**src/core/trs_pkg.sv**
```systemverilog
// Shared types and constants of the triple supply reset supervisor
package trs_pkg;

  // ----------------------------------------------------------------
  // Clock and timing
  // ----------------------------------------------------------------
  localparam int CLK_KHZ = 250000;
  localparam int INT_TIMEOUT_MS = 200;
  localparam int MIN_TIMEOUT_US = 400;
  localparam int CAP_NS_PER_PF = 9400;
  localparam int INT_TIMEOUT_CYC = INT_TIMEOUT_MS * CLK_KHZ;
  localparam int MIN_TIMEOUT_CYC = (MIN_TIMEOUT_US * CLK_KHZ) / 1000;
  localparam logic [11:0] CAP_CYC_PER_PF =
    12'((CAP_NS_PER_PF * (CLK_KHZ / 1000)) / 1000);

  // ----------------------------------------------------------------
  // Reset values
  // ----------------------------------------------------------------
  localparam logic RESET_N_RST = 1'h0;
  localparam logic WARN_N_RST = 1'h0;

  // ----------------------------------------------------------------
  // Types
  // ----------------------------------------------------------------
  typedef struct packed {
    logic primary_supply_monitor;
    logic secondary_supply_monitor;
    logic adjustable_monitor;
  } trs_monitors_t;

  typedef struct packed {
    logic above_fall;
    logic above_rise;
  } trs_pf_sense_t;

  typedef enum logic [1:0] {
    TMO_INTERNAL = 2'h0,
    TMO_CAPACITOR = 2'h1,
    TMO_OPEN = 2'h2,
    TMO_LATCH = 2'h3
  } trs_tmo_mode_t;

  typedef enum logic [2:0] {
    ST_HOLD = 3'h1,
    ST_TIMING = 3'h2,
    ST_RELEASED = 3'h4
  } trs_state_t;

endpackage

```
**src/core/trs_supervisor.sv**
```systemverilog
// Reset and power-fail supervisor logic with selectable release timeout
`timescale 1ns/100ps

module trs_supervisor
  import trs_pkg::*;
#(
  parameter int INT_CYCLES = INT_TIMEOUT_CYC,
  parameter int MIN_CYCLES = MIN_TIMEOUT_CYC
) (
  input wire logic clk_i,
  input wire logic rst_n_i,
  input wire trs_monitors_t monitors_i,
  input wire trs_pf_sense_t pf_sense_i,
  input wire trs_tmo_mode_t timeout_select_i,
  input wire logic [15:0] timeout_capacitor_i,
  output logic supply_reset_n_o,
  output logic power_fail_warn_n_o
);

  // ----------------------------------------------------------------
  // Timeout selection
  // ----------------------------------------------------------------
  function automatic logic [31:0] timeout_cycles(
    input trs_tmo_mode_t mode,
    input logic [15:0] cap_pf
  );
    logic [31:0] cyc;
    cyc = 32'(MIN_CYCLES);
    case (mode)
      TMO_INTERNAL: cyc = 32'(INT_CYCLES);
      TMO_CAPACITOR: begin
        if (cap_pf != 16'h0) begin
          cyc = 32'(cap_pf) * 32'(CAP_CYC_PER_PF);
        end
      end
      default: cyc = 32'(MIN_CYCLES);
    endcase
    if (cyc == 32'h0) begin
      cyc = 32'h1;
    end
    return cyc;
  endfunction

  logic all_ok;
  logic latched;
  logic [31:0] limit;

  assign all_ok = &monitors_i;
  assign latched = (timeout_select_i == TMO_LATCH);
  assign limit = timeout_cycles(timeout_select_i, timeout_capacitor_i);

  // ----------------------------------------------------------------
  // Reset sequencer
  // ----------------------------------------------------------------
  trs_state_t state;
  trs_state_t next_state;
  logic [31:0] count;
  logic [31:0] next_count;
  logic next_reset_n;

  always_comb begin
    next_state = state;
    next_count = count;
    next_reset_n = supply_reset_n_o;
    if (latched) begin
      next_count = 32'h0;
    end else begin
      case (state)
        ST_HOLD: begin
          next_reset_n = 1'h0;
          next_count = 32'h0;
          if (all_ok) begin
            next_state = ST_TIMING;
          end
        end
        ST_TIMING: begin
          if (!all_ok) begin
            next_state = ST_HOLD;
            next_count = 32'h0;
            next_reset_n = 1'h0;
          end else if (count >= limit - 32'h1) begin
            next_state = ST_RELEASED;
            next_count = 32'h0;
            next_reset_n = 1'h1;
          end else begin
            next_count = count + 32'h1;
          end
        end
        ST_RELEASED: begin
          if (!all_ok) begin
            next_state = ST_HOLD;
            next_reset_n = 1'h0;
          end
        end
        default: begin
          next_state = ST_HOLD;
          next_count = 32'h0;
          next_reset_n = 1'h0;
        end
      endcase
    end
  end

  always_ff @(posedge clk_i) begin
    if (!rst_n_i) begin
      state <= ST_HOLD;
      count <= 32'h0;
      supply_reset_n_o <= RESET_N_RST;
    end else begin
      state <= next_state;
      count <= next_count;
      supply_reset_n_o <= next_reset_n;
    end
  end

  // ----------------------------------------------------------------
  // Power-fail comparator with hysteresis
  // ----------------------------------------------------------------
  logic next_warn_n;

  always_comb begin
    next_warn_n = power_fail_warn_n_o;
    if (!pf_sense_i.above_fall) begin
      next_warn_n = 1'h0;
    end else if (pf_sense_i.above_rise) begin
      next_warn_n = 1'h1;
    end
  end

  always_ff @(posedge clk_i) begin
    if (!rst_n_i) begin
      power_fail_warn_n_o <= WARN_N_RST;
    end else begin
      power_fail_warn_n_o <= next_warn_n;
    end
  end
endmodule

```
**config.mk**
```make
export PLATFORM = sky130hd
export DESIGN_NAME = trs_supervisor
export DESIGN_NICKNAME = d
export VERILOG_FILES = /design/src/core/trs_pkg.sv /design/src/core/trs_supervisor.sv
export SDC_FILE = /design/constraint.sdc
export NUM_CORES = 1
export LEC_CHECK = 0
export BUFFER_PORTS_ARGS = -buffer_cell sky130_fd_sc_hd__buf_2
export CORE_ASPECT_RATIO = 0.8
export CORE_MARGIN = 2
export CORE_UTILIZATION = 70
export DETAILED_ROUTE_END_ITERATION = 16
export GPL_TIMING_DRIVEN = 0
export PLACE_DENSITY = 0.95
export RECOVER_POWER = 100
export SLEW_MARGIN = 20
export SYNTH_ARGS = -nofsm -noshare
export SYNTH_HDL_FRONTEND = slang
export SYNTH_SLANG_ARGS = --single-unit
```
**constraint.sdc**
```tcl
create_clock -name clk_i -period 12.2 [get_ports clk_i]
set_input_delay 1.83 -clock clk_i [delete_from_list [all_inputs] [get_ports clk_i]]
set_output_delay 1.83 -clock clk_i [all_outputs]
set_load 0.02 [all_outputs]
```
Word-level counts from Yosys, hierarchy flattened
Cells that the tools add are included.
W data, S select, Z words.

word-level totals
  flip-flop bits (word level) = 37
  output and inout bits = 2
  bits of input ports = 25

operators by class
  reduce and logical (&&, ||, !) cells = 8
  add/sub/neg operators = 2
  muxes and demuxes = 15
  equality and inequality tests = 8
  order comparisons = 1
  bitwise logic cells = 2
  multipliers = 1

operator list
  operator                  number
  $mux W32                  3
  $pmux W32 S2              1
  $pmux W28 S2              1
  $add A32 B1 Y32 const B   1
  $ge A32 B32 Y1            1
  $logic_not A32 Y1         1
  $sub A32 B1 Y32 const B   1
  $mux W28                  1
  $mul A16 B11 Y27 const B  1
  $reduce_bool A16 Y1       1
  $mux W3                   4
  $pmux W3 S3               1
  $reduce_and A3 Y1         2
  $ne A2 B2 Y1 const B      2
  $reduce_and A4 Y1         1
  $eq A3 B1 Y1 const B      1
  $eq A3 B2 Y1 const B      1
  $eq A3 B3 Y1 const B      1
  $mux W1                   3
  $ne A3 B3 Y1 const B      1
  $eq A2 B1 Y1 const B      1
  $eq A2 B2 Y1 const B      1
  $logic_not A2 Y1          1
  $not A1 Y1                2
  3 further kinds           3

Logic depth before layout (Yosys ltp)
  word-level depth = 10
  gate-level depth with buffers = 34

Worst setup path before layout
OpenSTA, ideal clock, no wires.

  path type = input to register
  from = input timeout_capacitor_i[7]
  to = register count[0]
  required time = 12.135 ns
  arrival = 8.631 ns
  path slack = 3.504 ns
  stages on the path = 33
  path buffers = 2
  path through = ha_1 -> ha_1 -> inv_1 -> fa_1 -> inv_1 -> fa_1 -> inv_1 -> fa_1 -> inv_1 -> ha_1 -> nand4_1 -> or3_1 -> or4_1 -> o211ai_2 -> a221oi_1 -> xnor2_1 -> o41ai_2 -> nand4_1 -> buf_2 -> nand2_1 -> xnor2_1 -> ha_1 -> a21o_1 -> a21o_1 -> a21oi_1 -> o21ai_0 -> a21oi_1 -> o21ai_0 -> a211oi_1 -> and2_1 -> o21bai_1 -> clkbuf_1 -> nor2_1

on the way
  word-level cells in the longest chain between the ends = 10

RTL lines
  item                                                            line                                        RTL
  start: declaration                                              trs_supervisor.sv:15                        input wire logic [15:0] timeout_capacitor_i,
  $mul A16 B11 Y27 / $reduce_bool A16 Y1 (equally long branches)  trs_supervisor.sv:33, trs_supervisor.sv:32
  $mux W28 *                                                      trs_supervisor.sv:32                        if (cap_pf != 16'h0) begin
  $pmux W28 S2 *                                                  trs_supervisor.sv:29                        case (mode)
  $logic_not A32 Y1                                               trs_supervisor.sv:38                        if (cyc == 32'h0) begin
  $mux W32 *                                                      trs_supervisor.sv:38
  $sub A32 B1 Y32 *                                               trs_supervisor.sv:81                        end else if (count >= limit - 32'h1) begin
  $ge A32 B32 Y1 *                                                trs_supervisor.sv:81
  $mux W32 *                                                      trs_supervisor.sv:81
  $mux W32 *                                                      trs_supervisor.sv:77                        if (!all_ok) begin
  $pmux W32 S2 *                                                  trs_supervisor.sv:68                        case (state)
  end signal: assignment                                          trs_supervisor.sv:111                       count <= next_count;
  end: declaration                                                trs_supervisor.sv:57                        logic [31:0] count;

Every way passes the cells marked *; elsewhere a longest branch is shown, timed or not.
A chain may end at the register's enable or synchronous reset.

Worst setup path in the final report
  from = input timeout_capacitor_i[7]
  to = register count[3]

Same word-level chain as after synthesis.

==> flow_summary_export.csv <==
group,metric,value,unit
run_status,status,"completed",
critical_path,critPathKind,"in2reg",
grt,overflow,0,
routing,drt_iter0_drc,615,
clocking,cts_buffer_depth,2,
floorplanning,start_util,71.2,%
routing,viasPerCell,6.23,
final_layout,drive_above_1_share,7.15,%
power_and_ir_drop,power,0.00127,W
grt,grt_start_max_net_pins,12,
critical_path,r2r-start,"count[0]",
synth,synth_top_area_share,24.6,%
timing,final-hold-violation-count,0,
timing,post-route-period-util,87.9,%
clocking,cts_inserted_buffers,5,
routing,drt_first_pass_iters,5,
synth,async_reset_ff_share,0,%
floorplanning,coreArea,0.00957,mm^2
synth,synth_seq_cells,37,
place,finalWeightedCongestion,0.960,
synth,synthTopCellsByCount,"ha_1 (134), inv_1 (109), nor2_1 (76)",
timing,setup_tns,0,ps
grt,grt_first_pass_wirelength,26500,um
timing,tightest_slew,967,ps
clocking,htreeDepth,2,
grt,antenna_found_initial,0,
critical_path,startpoint,"timeout_capacitor_i[7]",
final_layout,final_core_util,75.7,%
synth,yosys_warnings,0,
routing,post_drt_wl_per_cell,16.2,um
grt,grt_usage,31.0,%
floorplanning,std_cell_rows,32,
power_and_ir_drop,p_per_area,176,mW/mm^2
power_and_ir_drop,combPwrFrac,79.9,%
power_and_ir_drop,p_sw_share,53.2,%
place,dp_hpwl,13300,um
worst_hold_path,hp-class,"reg2reg",
final_layout,diodes,0,
timing,grt_setup_unrepaired,"false",
clocking,cts_resized,0,
timing,period_needed,10730,ps
clocking,cts.sink_count,37,
timing,setup_viol,0,
clocking,clk_pin_slew,50,ps
power_and_ir_drop,p_int,0.000596,W
power_and_ir_drop,clkPwrFrac,10.6,%
clocking,worstSkewPairLatency,280,ps
power_and_ir_drop,p_sw,0.000679,W
clocking,root_buffer,"clkbuf_16",
critical_path,worstPathArrival,10940,ps
critical_path,slowest_delay,800,ps
critical_path,worstPathRequired,12410,ps
critical_path,endpoint_kind,"flop",
clocking,post_cts_buffers,0,
synth,synth_edf_count,0,
floorplanning,io_pins,27,
timing,skew,4.18,ps
power_and_ir_drop,p_seq_share,9.5,%
synth,yosysMostFrequentCell,"ha_1",
clocking,postCtsHoldBufs,0,
floorplanning,die-height,92.2,um
synth,yosys-top-cells-area,"ha_1 (25%), fa_1 (14%), dfxtp_1 (11%)",
critical_path,critPathMaxFanout,10,
timing,relSlewSlack,34.7,%
critical_path,crit_path_top_delay_cell,"o41ai_1",
final_layout,syn_to_final_growth,6.34,%
grt,grt_pass1_vias,5710,
routing,drt-total-wl,15800,um
flow_run,drv_cap,0,
final_layout,num-fill-cells,631,
synth,syn_area,0.00681,mm^2
critical_path,cp-start-kind,"input pin",
worst_hold_path,min_from,"power_fail_warn_n_o",
synth,synth_cell_types,75,
synth,synth_top_cell_by_area,"ha_1",
floorplanning,dieArea,0.0105,mm^2
timing,maxSlewViolCount,0,
routing,drtAntennaViolNets,0,
routing,vias,6053,
synth,syn_inst,816,
timing,setup_ws,1470,ps
power_and_ir_drop,power_leakage,3.54,nW
routing,drc_errors,0,
power_and_ir_drop,max-vdd-ir-drop,106,uV
synth,synth_ff_type,"dfxtp_1",
place,numPortBuffers,26,
floorplanning,die_w,114,um
timing,fmax,0.0932,GHz
final_layout,final_nets,1058,
synth,avgSynthCellArea,8.35,um^2
place,post-place-ws,2080,ps
synth,synth.yosys.seq_area_share,10.9,%
clocking,cts_tree,"built",
-- metal layers --
| metal | vias to the layer above | share of wire (%) | wire [um] | global-route usage, % |
|---|---|---|---|---|
| li1 | 2914 | - | - | - |
| met1 | 2824 | 45 | 7070 | 43.4 |
| met2 | 275 | 46 | 7180 | 50.3 |
| met3 | 40 | 7.8 | 1220 | 5.22 |
| met4 | 0 | 1.8 | 276 | 6.91 |
| met5 | - | 0 | 0 | 0 |
-- worst paths after layout --
check / slack [ps] / to / depth (start not counted)
worst min-delay path: 500 / power_fail_warn_n_o / 1
worst min register to register: 500 / power_fail_warn_n_o / 1
worst max register to register: 9020 / count[3] / 13
worst max-delay path: 1470 / count[3] / 34
-- metrics by stage --
stage,cells,cell area (um^2),hold WS (ps)
global route,972,7240,541
finish,972,7240,504
CTS,972,7260,502
floorplan,819,6820,484
detailed placement,964,7100,489
global placement,964,7100,475
-- logic make-up (layout without fill, tap and decap cells) --
family / after synthesis / in the layout / synth area share [%]
AO/OA/AOI/OAI: 155 / 155 / 15.6
multiplexers: 7 / 7 / 1.29
other: 1 / 4 / 0.0551
AND/OR/NAND/NOR: 248 / 248 / 18.7
buffers and inverters: 126 / 160 / 7.16
flip-flops: 37 / 37 / 10.9
XOR/XNOR: 61 / 61 / 7.84
adder cells (fa/ha/maj): 181 / 181 / 38.4
-- critical path: cells and delay by family --
kind | cells | cell delay (ps)
simple gates | 7 | 2130
xor+xnor | 2 | 340
fa+ha+maj | 7 | 2810
compound gates | 11 | 2800
buf+inv | 7 | 1020
-- registers in the layout, summed over array words and instances (netlist names) --
register / cells
count: 32
state: 3
power_fail_warn_n_o: 1
supply_reset_n_o: 1
-- area by class of cell --
cell class	count	area (um^2)	area share, %
Timing Repair Buffer	26	128	1.76
Tap cell	119	149	2.06
Multi-Input combinational cell	656	5580	77.1
Inverter	109	409	5.65
Sequential cell	37	741	10.2
Clock inverter	1	5.00	0.0691
Clock buffer	7	153	2.11
Buffer	17	77.6	1.07
-- power by group through the flow --
stage	logic [W]	clock network (W)	registers, W
finish	0.00102	0.000135	0.000121
global route	0.00112	0.000143	0.000121
CTS	0.000999	0.000136	0.000121
detailed placement	0.000990	0	0.000124
global placement	0.000942	0	0.000124
floorplan	0.000771	0	0.000124
-- placed cells by master, fill, tap and decap left out, types with 5 or more instances in the layout --
cell | Yosys | final
ha_1 | 134 | 134
inv_1 | 109 | 109
nor2_1 | 76 | 76
nand2_1 | 56 | 56
fa_1 | 47 | 47
a21oi_1 | 39 | 39
dfxtp_1 | 37 | 37
xnor2_1 | 33 | 33
buf_2 | 6 | 29
o21ai_0 | 29 | 29
xor2_1 | 28 | 28
a21o_1 | 21 | 21
nand4_1 | 19 | 19
nand3_1 | 19 | 19
and3_1 | 13 | 13
clkbuf_1 | 9 | 12
and2_1 | 12 | 11
a31oi_1 | 9 | 9
nor4_1 | 7 | 7
nor2b_1 | 6 | 6
a211oi_1 | 6 | 6
o2111ai_1 | 5 | 5
o211ai_1 | 4 | 5
nand2b_1 | 5 | 5
clkbuf_16 | 0 | 5
Power figures use the tool's default switching activity.
